`config.mk`:
```
export PLATFORM = sky130hd
export DESIGN_NAME = sdp_err_ctrl
export DESIGN_NICKNAME = d
export VERILOG_FILES = /design/src/sdp_pkg.sv /design/src/sdp_err_ctrl.sv /design/src/sdp_wbuf_mem.sv
export VERILOG_INCLUDE_DIRS = /design/src
export SDC_FILE = /design/constraint.sdc
export NUM_CORES = 1
export LEC_CHECK = 0
export CORE_ASPECT_RATIO = 1.5
export CORE_MARGIN = 1
export CORE_UTILIZATION = 35
export DETAILED_ROUTE_END_ITERATION = 12
export DONT_BUFFER_PORTS = 1
export SYNTH_ARGS = -nofsm -noshare
export SYNTH_HDL_FRONTEND = slang
export SYNTH_SLANG_ARGS = --single-unit
```
`constraint.sdc`:
```
create_clock -name clk -period 4.6 [get_ports clk]
set_clock_uncertainty 0.15 [all_clocks]
set_input_delay 0.46 -clock clk [delete_from_list [all_inputs] [get_ports clk]]
set_output_delay 0.46 -clock clk [all_outputs]
set_load 0.05 [all_outputs]
```
`src/sdp_cfg.svh`:
```
// sdp_cfg.svh: link counts, codes and bit positions
// Summary of operation
// - A malformed packet request moves the target into the protocol-error state.
// - With overrun detection, error sets overrun flag; state entered after data phase.
// - After a protocol error the target sends no acknowledge and leaves the line free.
// - Version 2: a target-selection register write gets no acknowledge either.
// - In error state a valid identification read may exit the state with OK.
// - In error state other valid headers or more errors lead to lockout.
// - Preferred: lockout after one further protocol error in the error state.
// - A line reset always leaves the protocol-error state.
// - Lockout is left only by a line reset.
// - Version 2: one protocol error straight after line reset causes lockout.
// - Request before previous completes gets WAIT; overrun flag set if enabled.
// - With overrun detection, FAULT, protocol error and line reset set overrun.
// - With overrun detection WAIT and FAULT get a data phase, line undriven.
// - OK to a buffered write means only that the write entered the buffer.
// - All accesses happen in order; port writes other than abort stall while buffer holds writes.
// - Abandoned buffered write sets write-data error; sticky flags abandon buffer.
// - Identification and status reads never stall; they discard buffer, set error.
// - Abort writes never stall; pending buffered writes are abandoned.
// - With buffer not empty, unit reads and stallable port accesses get WAIT.
// - Pushed modes turn unit writes into unit reads, stalled like reads.
// - Protocol error: bad parity, stop not 0, park not 1, bad turnaround.
// - OK acknowledge is the three-bit value 0b001 on the line.
// - Any set sticky flag gives FAULT except the three never-stalled accesses.
// - Abort register bits clear the sticky flags to 0.
`ifndef SDP_CFG_SVH
`define SDP_CFG_SVH

// Acknowledge codes, first bit on the line is bit 0
`define SDP_ACK_OK      3'h1
`define SDP_ACK_WAIT    3'h2
`define SDP_ACK_FAULT   3'h4

// Bit counts on the link
`define SDP_LRST_BITS   6'h32
`define SDP_LRST_M1     6'h31
`define SDP_HDR_LAST    6'h06
`define SDP_ACK_LAST    6'h02
`define SDP_DATA_LAST   6'h20
`define SDP_SKIP_HDR    6'h25
`define SDP_SKIP_DUMMY  6'h21
`define SDP_SKIP_TRN    6'h00

// Port register addresses
`define SDP_A_IDR       2'h0
`define SDP_A_ABORT     2'h0
`define SDP_A_CS        2'h1
`define SDP_A_TSEL      2'h3

// Control/status and abort bit positions
`define SDP_CS_ORUNDET  0
`define SDP_CS_ORUN     1
`define SDP_CS_STKERR   5
`define SDP_CS_WDERR    7
`define SDP_AB_STKCLR   2
`define SDP_AB_WDCLR    3
`define SDP_AB_ORUNCLR  4

// Only turnaround setting supported
`define SDP_TRN_SUP     2'h0

`endif

```
`src/sdp_pkg.sv`:
```
// sdp_pkg.sv: types shared by the serial debug port error logic
package sdp_pkg;

    // Link bit phase
    typedef enum logic [2:0] {
        SDP_IDLE = 3'h0,
        SDP_HDR  = 3'h1,
        SDP_TRN  = 3'h2,
        SDP_ACK  = 3'h3,
        SDP_RDAT = 3'h4,
        SDP_WTRN = 3'h5,
        SDP_WDAT = 3'h6,
        SDP_SKIP = 3'h7
    } sdp_phase_e;

    // Error state of the port
    typedef enum logic [1:0] {
        SDP_NORMAL = 2'h0,
        SDP_PERR   = 2'h1,
        SDP_LOCK   = 2'h2
    } sdp_err_e;

endpackage

```
`src/sdp_err_ctrl.sv`:
```
// sdp_err_ctrl.sv: debug port target error and buffer logic
//
// Strobed register access and the register addresses were decided locally.
`include "sdp_cfg.svh"
`timescale 1ns/10ps
module sdp_err_ctrl #(
    parameter int          WB_DEPTH   = 4,
    parameter logic        PROTO_V2   = 1'b1,
    parameter logic        IDR_EXIT   = 1'b1,
    parameter logic [3:0]  PERR_LIMIT = 4'h1,
    parameter logic [31:0] IDR_VALUE  = 32'h0000_0001
)(
    input  wire logic        clk,
    input  wire logic        rst_n,
    input  wire logic        swclkPin,
    input  wire logic        swdioIn,
    output logic             swdioOut,
    output logic             swdioOe,
    input  wire logic [1:0]  turnSetting,
    input  wire logic        pushedEn,
    output logic             apReq,
    output logic             apWr,
    output logic [1:0]       apAddr,
    output logic [31:0]      apWdata,
    input  wire logic        apDone,
    input  wire logic [31:0] apRdata,
    input  wire logic        apErr,
    output logic [1:0]       linkState,
    output logic [2:0]       stickyFlags
);
    import sdp_pkg::*;

    localparam int WB_AW = $clog2(WB_DEPTH);
    localparam int PW    = WB_AW + 1;

    // IDR_VALUE default is arbitrary

    typedef struct packed {
        logic          sck1;
        logic          sck2;
        logic          sck3;
        logic          sd1;
        logic          sd2;
        sdp_phase_e    phase;
        sdp_err_e      err;
        logic [5:0]    cnt;
        logic [5:0]    hdr;
        logic [2:0]    ack;
        logic [32:0]   sh;
        logic          isAp;
        logic          isRd;
        logic          pushW;
        logic          okRsp;
        logic [1:0]    addr;
        logic          toPerr;
        logic          armed;
        logic          first;
        logic [5:0]    ones;
        logic [3:0]    perrCnt;
        logic          orunDet;
        logic          orun;
        logic          stkErr;
        logic          wdErr;
        logic [31:0]   readBuf;
        logic          out;
        logic          oe;
        logic          apReq;
        logic          apWr;
        logic [1:0]    apAddr;
        logic [31:0]   apWdata;
        logic [PW-1:0] wrPtr;
        logic [PW-1:0] rdPtr;
        logic          fresh;
    } sdp_state_s;

    sdp_state_s    s;
    sdp_state_s    n;
    logic          rise;
    logic          din;
    logic [6:0]    h;
    logic          hAp;
    logic          hRd;
    logic [1:0]    hA;
    logic          perr;
    logic          rdEff;
    logic          idrRd;
    logic          csRd;
    logic          abortWr;
    logic          tselWr;
    logic          neverStall;
    logic          busy;
    logic          stickyAny;
    logic [PW-1:0] wbCount;
    logic          wbEmpty;
    logic          wbFull;
    logic [32:0]   wrWord;
    logic [33:0]   wbHead;
    logic          hdrDone;
    logic          wrDone;
    logic          lineRst;
    logic          push;
    logic          pop;
    logic          flush;
    logic [2:0]    rspAck;
    logic [31:0]   csWord;
    logic [31:0]   rdWord;

    // Parity of a data word
    function automatic logic sdp_par(input logic [31:0] w);
        return ^w;
    endfunction

    // ********
    // Link sampling and header decode
    // ********

    // Rising edge of the synchronised link clock
    assign rise = s.sck2 & ~s.sck3;
    assign din  = s.sd2;

    // Header bits: unit, read, address, parity, stop, park
    assign h       = {din, s.hdr};
    assign hAp     = h[0];
    assign hRd     = h[1];
    assign hA      = h[3:2];
    assign perr    = ((^h[3:0]) != h[4]) | h[5] | ~h[6]
                     | (turnSetting != `SDP_TRN_SUP);
    assign rdEff   = hRd | (hAp & pushedEn);
    assign idrRd   = ~hAp & hRd & (hA == `SDP_A_IDR);
    assign csRd    = ~hAp & hRd & (hA == `SDP_A_CS);
    assign abortWr = ~hAp & ~hRd & (hA == `SDP_A_ABORT);
    assign tselWr  = PROTO_V2 & ~hAp & ~hRd & (hA == `SDP_A_TSEL);
    assign neverStall = idrRd | csRd | abortWr;

    // Buffer fill state
    assign wbCount   = s.wrPtr - s.rdPtr;
    assign wbEmpty   = (wbCount == '0);
    assign wbFull    = wbCount[WB_AW];
    assign stickyAny = s.orun | s.stkErr | s.wdErr;

    // Stall decision per request kind
    assign busy = hAp ? (rdEff ? (~wbEmpty | s.apReq) : wbFull)
                      : (~wbEmpty | s.apReq);

    // Incoming write word, parity in the top bit
    assign wrWord  = {din, s.sh[32:1]};
    assign lineRst = rise & ~s.oe & din & (s.ones == `SDP_LRST_M1);

    // ********
    // Write buffer storage
    // ********

    sdp_wbuf_mem #(
        .WIDTH (34),
        .DEPTH (WB_DEPTH),
        .AW    (WB_AW)
    ) u_wbuf (
        .clk    (clk),
        .rst_n  (rst_n),
        .wrEn   (push),
        .wrAddr (s.wrPtr[WB_AW-1:0]),
        .wrData ({s.addr, wrWord[31:0]}),
        .rdAddr (s.rdPtr[WB_AW-1:0]),
        .rdData (wbHead)
    );

    // ********
    // Next state
    // ********

    always_comb
    begin
        n       = s;
        hdrDone = 1'b0;
        wrDone  = 1'b0;
        push    = 1'b0;
        pop     = 1'b0;
        flush   = 1'b0;
        rspAck  = `SDP_ACK_OK;
        csWord  = '0;
        csWord[`SDP_CS_ORUNDET] = s.orunDet;
        csWord[`SDP_CS_ORUN]    = s.orun;
        csWord[`SDP_CS_STKERR]  = s.stkErr;
        csWord[`SDP_CS_WDERR]   = s.wdErr;
        rdWord  = idrRd ? IDR_VALUE : (csRd ? csWord : s.readBuf);

        // Two-stage synchronisers for link pins
        n.sck1 = swclkPin;
        n.sck2 = s.sck1;
        n.sck3 = s.sck2;
        n.sd1  = swdioIn;
        n.sd2  = s.sd1;

        // Count host-driven ones for line reset
        if (rise && !s.oe)
        begin
            if (!din)
            begin
                n.ones = '0;
            end
            else if (s.ones != `SDP_LRST_BITS)
            begin
                n.ones = s.ones + 6'h01;
            end
        end

        // Bit phase sequencer
        if (rise)
        begin
            unique case (s.phase)
                SDP_IDLE:
                begin
                    if (!din)
                    begin
                        n.armed = 1'b1;
                    end
                    else if (s.armed && s.err != SDP_LOCK)
                    begin
                        n.phase = SDP_HDR;
                        n.cnt   = '0;
                    end
                end
                SDP_HDR:
                begin
                    if (s.cnt != `SDP_HDR_LAST)
                    begin
                        n.hdr = {din, s.hdr[5:1]};
                        n.cnt = s.cnt + 6'h01;
                    end
                    else
                    begin
                        hdrDone = 1'b1;
                    end
                end
                SDP_TRN:
                begin
                    n.phase = SDP_ACK;
                    n.cnt   = '0;
                    n.oe    = 1'b1;
                    n.out   = s.ack[0];
                    n.ack   = {1'b0, s.ack[2:1]};
                end
                SDP_ACK:
                begin
                    if (s.cnt != `SDP_ACK_LAST)
                    begin
                        n.out = s.ack[0];
                        n.ack = {1'b0, s.ack[2:1]};
                        n.cnt = s.cnt + 6'h01;
                    end
                    else if (s.okRsp && s.isRd && !s.pushW)
                    begin
                        n.phase = SDP_RDAT;
                        n.cnt   = '0;
                        n.out   = s.sh[0];
                        n.sh    = {1'b0, s.sh[32:1]};
                    end
                    else
                    begin
                        n.oe  = 1'b0;
                        n.out = 1'b0;
                        n.cnt = s.orunDet ? `SDP_SKIP_DUMMY : `SDP_SKIP_TRN;
                        n.phase = s.okRsp ? SDP_WTRN : SDP_SKIP;
                    end
                end
                SDP_RDAT:
                begin
                    if (s.cnt != `SDP_DATA_LAST)
                    begin
                        n.out = s.sh[0];
                        n.sh  = {1'b0, s.sh[32:1]};
                        n.cnt = s.cnt + 6'h01;
                    end
                    else
                    begin
                        n.oe    = 1'b0;
                        n.out   = 1'b0;
                        n.phase = SDP_SKIP;
                        n.cnt   = `SDP_SKIP_TRN;
                    end
                end
                SDP_WTRN:
                begin
                    n.phase = SDP_WDAT;
                    n.cnt   = '0;
                end
                SDP_WDAT:
                begin
                    n.sh = wrWord;
                    if (s.cnt != `SDP_DATA_LAST)
                    begin
                        n.cnt = s.cnt + 6'h01;
                    end
                    else
                    begin
                        wrDone  = 1'b1;
                        n.phase = SDP_IDLE;
                        n.armed = 1'b1;
                    end
                end
                SDP_SKIP:
                begin
                    if (s.cnt == '0)
                    begin
                        n.phase  = SDP_IDLE;
                        n.armed  = 1'b1;
                        n.toPerr = 1'b0;
                        if (s.toPerr)
                        begin
                            n.err = SDP_PERR;
                        end
                    end
                    else
                    begin
                        n.cnt = s.cnt - 6'h01;
                    end
                end
            endcase
        end

        // Header evaluation
        if (hdrDone)
        begin
            n.first = 1'b0;
            n.armed = 1'b0;
            n.phase = SDP_IDLE;
            if (perr)
            begin
                if (s.orunDet)
                begin
                    n.orun = 1'b1;
                end
                if ((PROTO_V2 && s.first) ||
                    (s.err == SDP_PERR && (s.perrCnt + 4'h1) >= PERR_LIMIT))
                begin
                    n.err = SDP_LOCK;
                end
                else if (s.err == SDP_PERR)
                begin
                    n.perrCnt = s.perrCnt + 4'h1;
                end
                else if (s.orunDet)
                begin
                    n.phase  = SDP_SKIP;
                    n.cnt    = `SDP_SKIP_HDR;
                    n.toPerr = 1'b1;
                end
                else
                begin
                    n.err = SDP_PERR;
                end
            end
            else if (s.err == SDP_PERR && !(idrRd && IDR_EXIT))
            begin
                n.err = SDP_LOCK;
            end
            else if (tselWr)
            begin
                n.phase = SDP_SKIP;
                n.cnt   = `SDP_SKIP_HDR;
            end
            else
            begin
                if (s.err == SDP_PERR)
                begin
                    n.err     = SDP_NORMAL;
                    n.perrCnt = '0;
                end
                if (neverStall)
                begin
                    if (!wbEmpty)
                    begin
                        flush   = 1'b1;
                        n.wdErr = 1'b1;
                    end
                end
                else if (stickyAny)
                begin
                    rspAck = `SDP_ACK_FAULT;
                    if (s.orunDet)
                    begin
                        n.orun = 1'b1;
                    end
                end
                else if (busy)
                begin
                    rspAck = `SDP_ACK_WAIT;
                    if (s.orunDet)
                    begin
                        n.orun = 1'b1;
                    end
                end
                n.isAp  = hAp;
                n.isRd  = rdEff;
                n.pushW = hAp & ~hRd & pushedEn;
                n.addr  = hA;
                n.ack   = rspAck;
                n.okRsp = (rspAck == `SDP_ACK_OK);
                n.sh    = {sdp_par(rdWord), rdWord};
                n.phase = SDP_TRN;
                // Posted unit read starts at once
                if (rspAck == `SDP_ACK_OK && hAp && hRd)
                begin
                    n.apReq  = 1'b1;
                    n.apWr   = 1'b0;
                    n.apAddr = hA;
                end
            end
        end

        // Write data phase complete
        if (wrDone)
        begin
            if (sdp_par(wrWord[31:0]) != wrWord[32])
            begin
                n.wdErr = 1'b1;
            end
            else if (!s.isAp && s.addr == `SDP_A_ABORT)
            begin
                if (wrWord[`SDP_AB_ORUNCLR])
                begin
                    n.orun = 1'b0;
                end
                if (wrWord[`SDP_AB_WDCLR])
                begin
                    n.wdErr = 1'b0;
                end
                if (wrWord[`SDP_AB_STKCLR])
                begin
                    n.stkErr = 1'b0;
                end
            end
            else if (!s.isAp && s.addr == `SDP_A_CS)
            begin
                n.orunDet = wrWord[`SDP_CS_ORUNDET];
            end
            else if (s.isAp && s.pushW)
            begin
                n.apReq  = 1'b1;
                n.apWr   = 1'b0;
                n.apAddr = s.addr;
            end
            else if (s.isAp)
            begin
                push = 1'b1;
            end
        end

        // Sticky flag abandons buffered writes
        if (stickyAny && !wbEmpty)
        begin
            flush   = 1'b1;
            n.wdErr = 1'b1;
        end

        // Unit access completion
        if (s.apReq && apDone)
        begin
            n.apReq = 1'b0;
            if (!s.apWr)
            begin
                n.readBuf = apRdata;
            end
            if (apErr)
            begin
                n.stkErr = 1'b1;
            end
        end

        // Drain buffer head in order
        if (!s.apReq && !n.apReq && !wbEmpty && !s.fresh && !flush)
        begin
            pop       = 1'b1;
            n.apReq   = 1'b1;
            n.apWr    = 1'b1;
            n.apAddr  = wbHead[33:32];
            n.apWdata = wbHead[31:0];
        end

        // Buffer pointers
        if (flush)
        begin
            n.rdPtr = s.wrPtr;
        end
        else if (pop)
        begin
            n.rdPtr = s.rdPtr + 1'b1;
        end
        if (push)
        begin
            n.wrPtr = s.wrPtr + 1'b1;
        end
        n.fresh = push | pop | flush;

        // Line reset recovers from every state
        if (lineRst)
        begin
            n.phase   = SDP_IDLE;
            n.armed   = 1'b0;
            n.oe      = 1'b0;
            n.out     = 1'b0;
            n.err     = SDP_NORMAL;
            n.perrCnt = '0;
            n.toPerr  = 1'b0;
            n.first   = 1'b1;
            if (s.orunDet)
            begin
                n.orun = 1'b1;
            end
        end
    end

    // ********
    // State register and outputs
    // ********

    always_ff @(posedge clk or negedge rst_n)
    begin
        if (!rst_n)
        begin
            s <= '0;
        end
        else
        begin
            s <= n;
        end
    end

    // Outputs straight from state
    assign swdioOut    = s.out;
    assign swdioOe     = s.oe;
    assign apReq       = s.apReq;
    assign apWr        = s.apWr;
    assign apAddr      = s.apAddr;
    assign apWdata     = s.apWdata;
    assign linkState   = s.err;
    assign stickyFlags = {s.wdErr, s.stkErr, s.orun};

endmodule

```
`src/sdp_wbuf_mem.sv`:
```
// sdp_wbuf_mem.sv: write buffer storage with registered read data
`timescale 1ns/10ps
module sdp_wbuf_mem #(
    parameter int WIDTH = 34,
    parameter int DEPTH = 4,
    parameter int AW    = 2
)(
    input  wire logic             clk,
    input  wire logic             rst_n,
    input  wire logic             wrEn,
    input  wire logic [AW-1:0]    wrAddr,
    input  wire logic [WIDTH-1:0] wrData,
    input  wire logic [AW-1:0]    rdAddr,
    output logic      [WIDTH-1:0] rdData
);

    logic [WIDTH-1:0] mem [DEPTH];

    // Storage write
    always_ff @(posedge clk)
    begin
        if (wrEn)
        begin
            mem[wrAddr] <= wrData;
        end
    end

    // Registered read port
    always_ff @(posedge clk or negedge rst_n)
    begin
        if (!rst_n)
        begin
            rdData <= '0;
        end
        else
        begin
            rdData <= mem[rdAddr];
        end
    end

endmodule

```
; ---- Yosys cells after proc, flatten, opt, wreduce, memory -nomap -nowiden
; Memory sizes are Yosys's and may differ from the RTL's. A register that Yosys moved wholly into a read port is not among the register bits.
; Index checks and enable logic that the tools add are counted.
[word_totals]
reg_bits = 158
ramBits = 136
output_inout_bits = 43
word_cells = 323
memories = 1
[mem_list]
columns = name, depth, width, read_ports, rd_clocked_by_memory_dff, write_ports, line_no
row1 = u_wbuf.mem, 4, 34, 1, 1, 1, sdp_wbuf_mem.sv:17  ; logic [WIDTH-1:0] mem [DEPTH];
[classes]
n_addsub = 7
magnitude_cmp = 1
n_eq_ne = 34
muxes = 153
n_bitwise = 36
n_reduce_logical = 56
[ops]
columns = op, n
row1 = $mux W42, 3
row2 = $mux W33, 3
row3 = $pmux W33 S3, 1
row4 = $mux W6, 15
row5 = $mux W4, 18
row6 = $mux W32, 2
row7 = $reduce_xor A32 Y1, 2
row8 = $mux W3, 21
row9 = $mux W1, 61
row10 = $mux W53, 1
row11 = $mux W45, 1
row12 = $pmux W6 S7, 1
row13 = $mux W36, 1
row14 = $mux W11, 3
row15 = $mux W2, 15
row16 = $ne A4 B4 Y1 const B, 7
row17 = $pmux W3 S7, 1
row18 = $logic_and A1 B1 Y1, 17
row19 = $ne A3 B3 Y1 const B, 5
row20 = $reduce_and A5 Y1, 3
row21 = $and A1 B1 Y1, 13
row22 = $add A6 B1 Y6 const B, 2
row23 = $eq A3 B3 Y1 const B, 4
row24 = $mux W12, 1
row25 = 39 further kinds, 86

; ---- Logic depth before layout (Yosys ltp)
; Gate-level depths: netlist of run 1.
[depth]
word_depth = 35
mapped_depth = 13
depth_no_buf = 12

; ---- Cells and area by module
; A second synthesis of run 1 with hierarchy kept.
[hier_totals]
hier_cells = 1055
area_unflattened_um2 = 14674.1
[by_module_without_submodules]
columns = mod, instances, cells_per_inst, area_per_inst_um2, seq_area_each_um2
row1 = sdp_err_ctrl, 1, 839, 8837.2, 3953.8
row2 = sdp_wbuf_mem, 1, 216, 5836.8, 4934.7

; ---- Worst setup path after synthesis of run 1
; No wires, ideal clock.
[synth_path]
path_type = flip-flop to flip-flop
from = register s[2] in the netlist's numbering
to = register s, in the netlist apAddr[0]
t_arrival_ns = 3.671
slack_ns = 0.654
path_stages_with_launch = 13
n_path_buf = 2
period_less_slack_ns = 3.946
cell_sequence = dfrtp_1 -> clkbuf_1 -> clkbuf_1 -> inv_1 -> ha_1 -> nor2b_1 -> or3_4 -> a2111oi_4 -> o21bai_2 -> a2111oi_4 -> mux2_2 -> mux2_2 -> mux2_4
[synth_lines]
columns = element, line_no
row1 = "start, declared", sdp_err_ctrl.sv:76  ; sdp_state_s s;
row2 = "start signal, assigned", sdp_err_ctrl.sv:525  ; s <= n;

; ---- Final worst setup path of run 1
[layout_path]
from = register s[142] in the netlist's numbering
to = memory u_wbuf.mem[0][20] (enable)
[layout_between]
elab_chain_cells = 7
[layout_lines]
columns = element, line_no
row1 = $ne A6 B6 Y1 (no source line), n/a
row2 = $mux W1, sdp_err_ctrl.sv:290  ; if (s.cnt != `SDP_DATA_LAST)
row3 = $mux W1, sdp_err_ctrl.sv:210  ; unique case (s.phase)
row4 = $mux W1, sdp_err_ctrl.sv:208  ; if (rise)
row5 = $mux W1, sdp_err_ctrl.sv:412  ; if (wrDone)
row6 = $mux W1, sdp_wbuf_mem.sv:22  ; if (wrEn)
row7 = $mux W1 (not written as such), sdp_wbuf_mem.sv:24  ; mem[wrAddr] <= wrData;
row8 = "end, declared", sdp_wbuf_mem.sv:17
; Every way passes these cells.

==> reports/metrics.csv, run 1 <==
stage,metric,value,unit
worst_setup_path,reg2reg end,u_wbuf.mem[0][20],
die,row cnt,92,
power,power share of the clock group,31.0,%
die,count of boundary I/O pins,84,
placed_design,routability cong.,0.888,
cells_and_area,layout cells sized above 1,17.1,%
worst_setup_path,critical path's slowest cell,or4_1,
yosys,Post-synth EDFFs,136,
yosys,Synth Cell Area,14900,um^2
clock_tree,root buf cell,clkbuf_16,
hold_path,Hold Path Class,input pin to async pin,
global_route,GRT Total Usage,14.9,%
timing,Final setup viols,0,
route,Avg WL per Cell,18.4,um
placed_design,port bufs,0,
route,DR pass1 iterations,4,
yosys,syn avg cell area,13.2,um^2
timing,RSZ-0062 raised after global routing,false,
global_route,GRT Residual Overflow,0,
worst_setup_path,CP arrival,3.99,ns
route,Post-DRT Antenna Nets,0,
worst_setup_path,crit-path max FO,34,
placed_design,dpl hpwl,21.1,mm
cells_and_area,Synth-to-Final Area Change,11.8,%
route,DR vias,8566,
power,combinational power share,24.6,%
global_route,initial antenna violation count,0,
clock_tree,CTS buffer count,31,
clock_tree,Clock Path Buffers,3,
yosys,sequential area share after synthesis,59.6,%
run,max-cap check violation count,0,
clock_tree,CTS Sinks,328,
yosys,count of unique library cells instantiated by Yosys,65,
yosys,synthesis warning total,0,
die,Starting Density,35.5,%
global_route,first-pass GRT wire length,50.1,mm
clock_tree,H-tree levels,1,
timing,min cycle time layout,3.93,ns
clock_tree,later-pin clock latency in the skew report,0.57,ns
cells_and_area,fill count,3913,
route,number of remaining DRC errors,0,
die,Die Width,171,um
timing,final setup TNS,0,ns
timing,slew margin rel.,39.0,%
global_route,pin count of the biggest net entering global routing,193,
yosys,number of cells produced by synthesis,1126,
worst_setup_path,Worst EP required,4.66,ns
run_status,violated checks,negative hold slack,
die,die height,255,um
worst_setup_path,Worst setup SP type,flip-flop,
timing,f_max,255,MHz
power,Int Power,5.94,mW
power,total power,8.70,mW
worst_setup_path,Reg-to-Reg Start,s[142],
power,PwrDens,522,nW/um^2
worst_setup_path,crit path cell chain,inv_1 > ha_1 > nor4b_4 > and2_1 > clkinv_1 > or4_1 > nor4b_2 > and2_1 > buf_4,
yosys,Synth Net Count,1190,
power,maximum vdd ir drop,0.454,mV
cells_and_area,nets,1187,
yosys,predominant post-synthesis flop cell,dfrtp_1,
power,sequential share of power,44.5,%
timing,WHS,-0.563,ns
power,Sw Pwr,2.76,mW
global_route,vias in the first global route,8806,
cells_and_area,diode count,0,
worst_setup_path,Crit path largest cell delay,0.61,ns
clock_tree,hold-fix buffer count after cts,36,
clock_tree,post-CTS setup buffers,0,
clock_tree,CTS tree,yes,
yosys,ys async rst share,58.5,%
yosys,#FFs+latches synth,328,
timing,Final Max Tran Viols,0,
power,Pleak,6.63,nW
worst_setup_path,Reg2Reg Setup Slack,0.67,ns
die,die footprint,43400,um^2
timing,crit share post-route,85.4,%
timing,Slew @ Worst Pin,0.915,ns
worst_setup_path,CP endpoint kind,flip-flop,
route,1st-iter DRT viols,495,
power,Net Sw Frac,31.7,%
worst_setup_path,cells on worst reg2reg path,9,
worst_setup_path,CP most frequent cell,and2_1,
clock_tree,"Reg clk slew, reported paths",0.07,ns
route,Vias/cell,5.00,
worst_setup_path,Setup CP Type,flip-flop to flip-flop,
timing,Final Hold Viols,192,
run_status,status,finished with violations,
die,area of the core,42000,um^2
route,Total Wirelength,31.5,mm
## per-layer routing
metal	vias up	track usage [%]	part of all wire (%)
met1	4308	17.6	40
met5	-	0	0
met2	163	27.0	52
met4	0	5.25	2.6
li1	4046	-	-
met3	49	2.45	4.7
## critical path, delay by kind of cell, from the launching register on
family	cells	cell delay, ns
AND/OR/NAND/NOR	5	1.90
buffers and inverters	3	0.87
flip-flops	1	0.43
adder cells (fa/ha/maj)	1	0.20
## cell usage in the layout, fill, tap and decap left out, types with 7 or more instances in the layout
master,instances
a21oi_1,63
nand2_1,106
mux2i_1,19
mux2_2,46
dfrtp_1,191
ha_1,23
buf_4,19
nor3_1,14
nand3_1,30
clkbuf_16,31
and3_1,7
mux2_4,28
dlygate4sd3_1,36
o21ai_0,83
edfxtp_1,136
mux4_2,34
nor2b_1,8
xnor2_1,59
or3_1,8
inv_1,18
nand2b_1,11
nor2_1,36
xor2_1,11
and2_1,11
## kinds of logic after synthesis
group	share of synthesized area [%]
simple gates	8.88
mux	12.7
flops	59.6
xor+xnor	4.57
compound gates	8.17
fa+ha+maj	1.93
buf+inv	4.12
## power groups by stage
stage,logic (mW),clock network [mW],registers [mW]
5_1_grt,2.32,2.87,3.91
3_3_place_gp,2.08,0,3.90
3_5_place_dp,2.12,0,3.93
4_1_cts,2.16,2.78,3.87
2_1_floorplan,1.76,0,3.70
6_report,2.14,2.69,3.87
## area by class of cell
type | instances | area (um^2) | share of cell area (%)
clock inverters | 15 | 210 | 1.26
clock buffers | 43 | 862 | 5.17
well taps | 564 | 706 | 4.23
flip-flops and latches | 328 | 8890 | 53.3
inverters | 19 | 71.3 | 0.428
multi-input cells | 687 | 5410 | 32.5
repair buffers | 56 | 523 | 3.14
## flip-flops by register name (all words and copies together), names as in the netlist
name and count:
h 6, stickyFlags 3, swdioOe 1, u_wbuf.rdData 34
apReq 1, apWdata 32, s 104, linkState 2
apWr 1, din 1, csWord 1, u_wbuf.mem 136
n 3, swdioOut 1, apAddr 2
## worst max path at each step
| stage | slack (ns) | end | start |
|---|---|---|---|
| 6_report | 0.67 | u_wbuf.mem[0][20] | s[142] |
| 3_5_place_dp | 0.70 | u_wbuf.mem[0][21] | s[142] |
| 3_3_place_gp | 0.76 | u_wbuf.mem[3][22] | s[142] |
| 5_1_grt | 0.41 | u_wbuf.mem[0][27] | s[142] |
| 2_1_floorplan | 0.65 | apAddr[0] | s[2] |
| 4_1_cts | 0.68 | u_wbuf.mem[0][24] | s[142] |
## what timing repair did
| item | CTS | global route |
|---|---|---|
| hold endpoints to repair | 229 | 192 |
| setup endpoints to repair | 0 | 0 |
| gates resized for setup | 0 | 0 |
## cell usage after synthesis, types with 4 or more instances
| library cell | count | area, um^2 |
|---|---|---|
| nor3b_1 | 4 | 30.0 |
| buf_1 | 7 | 26.3 |
| nand2b_1 | 12 | 75.1 |
| xnor2_1 | 59 | 517 |
| a22o_1 | 6 | 52.6 |
| nand3b_1 | 6 | 45.0 |
| ha_1 | 23 | 288 |
| o22ai_1 | 4 | 25.0 |
| mux2i_1 | 19 | 190 |
| mux2_2 | 46 | 518 |
| xor2_1 | 11 | 96.3 |
| nor2b_1 | 8 | 50.1 |
| a21oi_1 | 63 | 315 |
| inv_1 | 18 | 67.6 |
| buf_4 | 39 | 293 |
| and2_1 | 11 | 68.8 |
| nand2_1 | 106 | 398 |
| dfrtp_1 | 192 | 4800 |
| a21o_1 | 4 | 30.0 |
| mux2_4 | 28 | 420 |
| nor3_1 | 14 | 70.1 |
| a211oi_1 | 4 | 30.0 |
| mux4_2 | 34 | 766 |
| clkbuf_1 | 41 | 154 |
| nand3_1 | 30 | 150 |
| nor2_1 | 36 | 135 |
| a211o_1 | 5 | 43.8 |
| edfxtp_1 | 136 | 4080 |
| or3_1 | 8 | 50.1 |
| o21ai_0 | 84 | 420 |
| and3_1 | 7 | 43.8 |
## per-stage QoR
stage          util [%]  hold WS (ns)  cell area, um^2  instances  worst slack [ns]
6_report           39.7        -0.563            16700       1712             0.671
5_1_grt            39.7        -0.594            16700       1712             0.408
4_1_cts            39.7        -0.595            16700       1712             0.682
3_5_place_dp       36.3        0.0216            15200       1618             0.701
3_3_place_gp       36.3        0.0221            15200       1618             0.759
2_1_floorplan         -        0.0144            14900       1126             0.654
No activity file was read; power rests on OpenSTA's default activity.
==> run 2, diff against run 1 <==
- clock period: 4.6 -> 3.2 ns (I/O delays scaled with it)
==> run 2 against run 1 <==
The run ends with negative hold slack, negative setup slack left. Die area stayed put. First-iteration DRC count is 2.6% higher. Final cell count is 5.8% higher. Critical path depth is 1 higher. Clock power is 46% higher. Largest cell class unchanged. Largest power group unchanged. Highest routed layer unchanged.
==> reports/metrics.csv, run 2 (synthesized netlist as in run 1, its figures left out) <==
stage,metric,value,unit
run_status,status,finished with violations,
run_status,violated checks,"negative hold slack, negative setup slack",
cells_and_area,most frequent cells in the layout,"189 x dfrtp_1, 136 x edfxtp_1, 106 x nand2_1",
route,Vias/cell,4.94,
die,count of boundary I/O pins,84,
clock_tree,H-tree levels,2,
clock_tree,root buf cell,clkbuf_16,
die,row cnt,92,
die,area of the core,42000,um^2
clock_tree,later-pin clock latency in the skew report,0.53,ns
power,PwrDens,755,nW/um^2
timing,crit share post-route,101,%
placed_design,placed instance area,16000,um^2
route,Total Wirelength,33.4,mm
cells_and_area,Largest Register,u_wbuf.mem,
placed_design,DP Cell Count,1704,
global_route,vias in the first global route,9216,
run,max-cap check violation count,0,
timing,min cycle time layout,3.25,ns
cells_and_area,Finished Layout Cells,1812,
clock_tree,hold-fix buffer count after cts,37,
clock_tree,"Reg clk slew, reported paths",0.07,ns
cells_and_area,"most common cell after layout, fill and taps aside",dfrtp_1,
hold_path,Hold Path Class,input pin to async pin,
route,1st-iter DRT viols,508,
route,Avg WL per Cell,18.4,um
global_route,M1 GR Usage,18.3,%
global_route,GRT Residual Overflow,0,
timing,Final setup viols,13,
worst_setup_path,Worst EP required,3.46,ns
cells_and_area,Synth-to-Final Area Change,18.6,%
cells_and_area,largest registers,"u_wbuf.mem x136, s x104, u_wbuf.rdData x34",
worst_setup_path,CP most frequent cell,mux2_4,
timing,setup ws final,-0.0477,ns
worst_setup_path,Setup CP Type,flip-flop to flip-flop,
cells_and_area,final instance area,17700,um^2
worst_setup_path,Crit path largest cell delay,0.41,ns
die,die height,255,um
worst_setup_path,Reg-to-Reg Start,s[5],
power,maximum vdd ir drop,0.550,mV
clock_tree,CTS Sinks,328,
placed_design,dpl hpwl,22.8,mm
cells_and_area,diode count,0,
global_route,pin count of the biggest net entering global routing,193,
clock_tree,CTS tree,yes,
placed_design,routability cong.,0.915,
global_route,M2 GR Usage,28.0,%
cells_and_area,max reg flops,136,
global_route,GR peak layer,met2,
global_route,grt met3 use,2.81,%
timing,slew margin rel.,33.7,%
cells_and_area,layout cells sized above 1,24.8,%
timing,RSZ-0062 raised after global routing,true,
route,DR pass1 iterations,5,
timing,f_max,308,MHz
worst_setup_path,critical path's slowest cell,dfrtp_1,
clock_tree,CTS buffer count,34,
cells_and_area,nets,1286,
worst_setup_path,CP arrival,3.51,ns
route,number of remaining DRC errors,0,
worst_setup_path,crit-path max FO,6,
route,Post-DRT Antenna Nets,0,
placed_design,port bufs,0,
die,Die Width,171,um
global_route,GRT Total Usage,15.7,%
worst_setup_path,Reg2Reg Setup Slack,-0.05,ns
global_route,first-pass GRT wire length,52.1,mm
die,die footprint,43400,um^2
global_route,initial antenna violation count,0,
worst_setup_path,CP Launch Point,s[5],
worst_setup_path,Worst setup SP type,flip-flop,
worst_setup_path,CP endpoint kind,flip-flop,
die,Starting Density,35.5,%
timing,WHS,-0.658,ns
timing,Final Max Tran Viols,0,
clock_tree,Clock Path Buffers,3,
power,Pleak,7.24,nW
timing,Slew @ Worst Pin,0.986,ns
route,DR vias,8945,
worst_setup_path,crit path cell chain,ha_4 > nor2b_4 > or3_4 > a2111oi_4 > o21bai_2 > a2111oi_4 > buf_6 > mux2_4 > mux2_4 > mux2_4,
timing,Final Hold Viols,192,
## run 2: changes by cell type in the layout (fill, tap and decap cells not counted), sizes merged
cell	delta
bufinv	-3
clkbuf	+6
clkinv	+1
inv	+2
dlygate4sd3	+1
clkinvlp	+1
buf	+92
## run 2: worst max-delay path, delay by kind of cell, from the launching register on
kind	cells	cell delay, ns
AND/OR/NAND/NOR	2	0.51
buffers and inverters	1	0.18
adder cells (fa/ha/maj)	1	0.25
multiplexers	3	0.80
flip-flops	1	0.41
AO/OA/AOI/OAI	3	0.83
## run 2: path summary, 6_finish.rpt
kind	to	cells past startpoint
min in group clk	s[134]	3
min reg2reg	n[155]	0
max in group asynchronous	s[62]	0
max reg2reg	apAddr[1]	10
max	apAddr[1]	10
min	apWdata[23]	0
## run 2: layout make-up
type                    instances  area, um^2
multi-input cells             687        5500
repair buffers                152        1420
clock inverters                16         160
flip-flops and latches        328        8890
clock buffers                  46         936
well taps                     564         706
fillers                      3898       24300
inverters                      19        73.8
## run 2: repair_timing
action                                  CTS  global route
buffers inserted                          0             4
gates resized for setup                   2            15
hold endpoints to repair                230           192
endpoints found under the setup margin   29           172
pin swaps                                 0             6
gates cloned                              0             5
## run 2: power by group
part,leakage [nW],switching [mW],internal [mW]
Clock,0.532,1.68,2.24
Combinational,2.97,2.20,2.00
Sequential,3.73,0.350,4.88
Total,7.24,4.23,9.12
## run 2: per-layer routing
layer / up-vias / part of all wire [%]
met1: 4463 / 39
met5: - / 0
met3: 66 / 4.6
li1: 4232 / -
met4: 0 / 3.7
met2: 184 / 53
## run 2: per-stage QoR
| stage | utilization (%) | power [mW] | setup slack [ns] | TNS, ns |
|---|---|---|---|---|
| 6_report | 42.1 | 13.4 | -0.0477 | -0.219 |
| 5_1_grt | 42.1 | 14.0 | -0.135 | -3.00 |
| 4_1_cts | 41.7 | 13.4 | -0.0673 | -0.931 |
| 3_5_place_dp | 38.1 | 9.38 | -0.0472 | -0.274 |
| 3_3_place_gp | 38.1 | 9.33 | -0.00363 | -0.00535 |
| 2_1_floorplan | - | 7.88 | -0.273 | -7.66 |
==> run 3, diff against run 2 <==
- RECOVER_POWER: unset -> 100
- SETUP_SLACK_MARGIN: unset -> 0.1
- SLEW_MARGIN: unset -> 5
==> run 3 against run 2 <==
The flow still finishes with violations (negative hold slack, negative setup slack). Register-to-register slack better by 0.04 ns. Sequential share of layout area is 0.69 points higher. Die area did not move. Via count is essentially flat. Critical endpoint unchanged. Critical path type unchanged.
==> reports/metrics.csv, run 3 (synthesized netlist as in run 1, its figures left out) <==
stage,metric,value,unit
worst_setup_path,Worst EP required,3.50,ns
cells_and_area,Synth-to-Final Area Change,17.0,%
cells_and_area,register area,8890,um^2
power,Net Sw Frac,31.4,%
route,Post-DRT Antenna Nets,0,
global_route,initial antenna violation count,0,
die,area of the core,42000,um^2
cells_and_area,Finished Layout Cells,1806,
route,DR vias,8948,
timing,f_max,312,MHz
worst_setup_path,Worst setup SP type,flip-flop,
timing,Final Max Tran Viols,0,
global_route,vias in the first global route,9341,
power,power share of the clock group,29.9,%
clock_tree,later-pin clock latency in the skew report,0.57,ns
die,count of boundary I/O pins,84,
run_status,status,finished with violations,
worst_setup_path,crit path cell chain,inv_4 > ha_4 > nor2b_4 > or3_4 > a2111oi_4 > o21bai_2 > a2111oi_4 > buf_6 > mux2_4 > mux2_4 > mux2_4,
die,die height,255,um
worst_setup_path,"delay-heaviest family, CP",multiplexers,
cells_and_area,most frequent cells in the layout,"191 x dfrtp_1, 136 x edfxtp_1, 106 x nand2_1",
clock_tree,root buf cell,clkbuf_16,
worst_setup_path,crit-path max FO,5,
placed_design,DP Cell Count,1702,
global_route,first-pass GRT wire length,52.5,mm
worst_setup_path,critical path's slowest cell,dfrtp_1,
clock_tree,H-tree levels,1,
worst_setup_path,CP arrival,3.51,ns
die,row cnt,92,
worst_setup_path,Setup CP Type,flip-flop to flip-flop,
worst_setup_path,Reg-to-Reg Start,s[2],
cells_and_area,Largest Register,u_wbuf.mem,
route,Avg WL per Cell,18.3,um
timing,RSZ-0062 raised after global routing,true,
die,Die Width,171,um
timing,slew margin rel.,3.82,%
worst_setup_path,CP endpoint kind,flip-flop,
cells_and_area,diode count,0,
worst_setup_path,Critical path buffers and inverters,2,
route,DR pass1 iterations,5,
cells_and_area,largest registers,"u_wbuf.mem x136, s x104, u_wbuf.rdData x34",
power,Pleak,7.04,nW
power,total power,12.7,mW
timing,crit share post-route,100,%
run_status,violated checks,"negative hold slack, negative setup slack",
cells_and_area,"most common cell after layout, fill and taps aside",dfrtp_1,
placed_design,routability cong.,0.935,
timing,Final Hold Viols,192,
power,combinational power share,29.2,%
global_route,GRT Total Usage,15.5,%
hold_path,Hold Path Class,input pin to async pin,
cells_and_area,max reg flops,136,
placed_design,pre-CTS WS,-0.0302,ns
power,sequential share of power,41.0,%
route,1st-iter DRT viols,462,
worst_setup_path,cells on worst reg2reg path,11,
clock_tree,CTS buffer count,31,
power,maximum vdd ir drop,0.447,mV
die,die footprint,43400,um^2
clock_tree,hold-fix buffer count after cts,37,
power,PwrDens,730,nW/um^2
route,Vias/cell,4.95,
cells_and_area,layout cells sized above 1,20.9,%
run,max-cap check violation count,0,
cells_and_area,fill count,3955,
timing,min cycle time layout,3.20,ns
timing,setup ws final,-0.00294,ns
power,Sw Pwr,4.00,mW
power,Int Power,8.74,mW
clock_tree,CTS Sinks,328,
global_route,pin count of the biggest net entering global routing,193,
cells_and_area,multi-input logic area,5490,um^2
timing,Slew @ Worst Pin,1.44,ns
clock_tree,"Reg clk slew, reported paths",0.07,ns
worst_setup_path,CP most frequent cell,mux2_4,
worst_setup_path,reg2reg end,apAddr[1],
placed_design,dpl hpwl,22.8,mm
clock_tree,CTS tree,yes,
placed_design,port bufs,0,
route,number of remaining DRC errors,0,
die,Starting Density,35.5,%
worst_setup_path,Reg2Reg Setup Slack,-0.003,ns
route,Total Wirelength,33.0,mm
cells_and_area,nets,1282,
timing,WHS,-0.705,ns
global_route,GRT Residual Overflow,0,
clock_tree,Clock Path Buffers,3,
timing,Final setup viols,1,
worst_setup_path,Crit path largest cell delay,0.41,ns
==> run 3: layer usage <==
layer / GRT usage [%] / vias up / wire (um)
met5: 0 / - / 0
met4: 4.32 / 0 / 670
met3: 2.61 / 53 / 1360
met2: 28.3 / 156 / 17500
met1: 18.6 / 4501 / 13500
li1: - / 4238 / -
==> run 3: layout make-up <==
class | count | area share, %
Inverter | 19 | 0.430
Timing Repair Buffer | 151 | 7.08
Sequential cell | 328 | 51.0
Clock buffer | 39 | 4.68
Tap cell | 564 | 4.05
Clock inverter | 18 | 1.32
Multi-Input combinational cell | 687 | 31.5
==> run 3: worst max-delay path by stage <==
stage / from / endpoint / slack, ns / depth (start not counted)
6_report: s[2] / apAddr[1] / -0.003 / 11
5_1_grt: s[2] / apAddr[1] / -0.08 / 11
4_1_cts: s[2] / apAddr[1] / -0.02 / 11
3_5_place_dp: s[2] / apAddr[1] / -0.03 / 11
3_3_place_gp: s[2] / apAddr[0] / 0.02 / 11
2_1_floorplan: s[2] / apAddr[0] / -0.27 / 12
==> run 3: power groups by stage <==
stage	sequential (mW)	combinational, mW	clock, mW
after global routing	5.26	4.04	4.06
final	5.22	3.72	3.80
after detailed placement	5.30	3.83	0
after CTS	5.22	3.88	3.92
after floorplan	5.33	2.56	0
after global placement	5.28	3.80	0
==> run 3: through the flow <==
step | setup TNS (ns) | area [um^2] | util (%)
global placement | 0 | 16000 | 38.1
detailed placement | -0.0592 | 16000 | 38.1
floorplan | -7.12 | 15000 | -
global route | -5.38 | 17400 | 41.5
CTS | -0.205 | 17500 | 41.6
finish | -0.00294 | 17400 | 41.5
==> run 3: timing repair <==
item | 4_1_cts | 5_1_grt
endpoints found under the hold margin | 230 | 192
gates resized for setup | 2 | 14
cloned | 0 | 3
pin swaps | 1 | 6
setup buffers | 2 | 5
setup endpoints to repair | 34 | 161
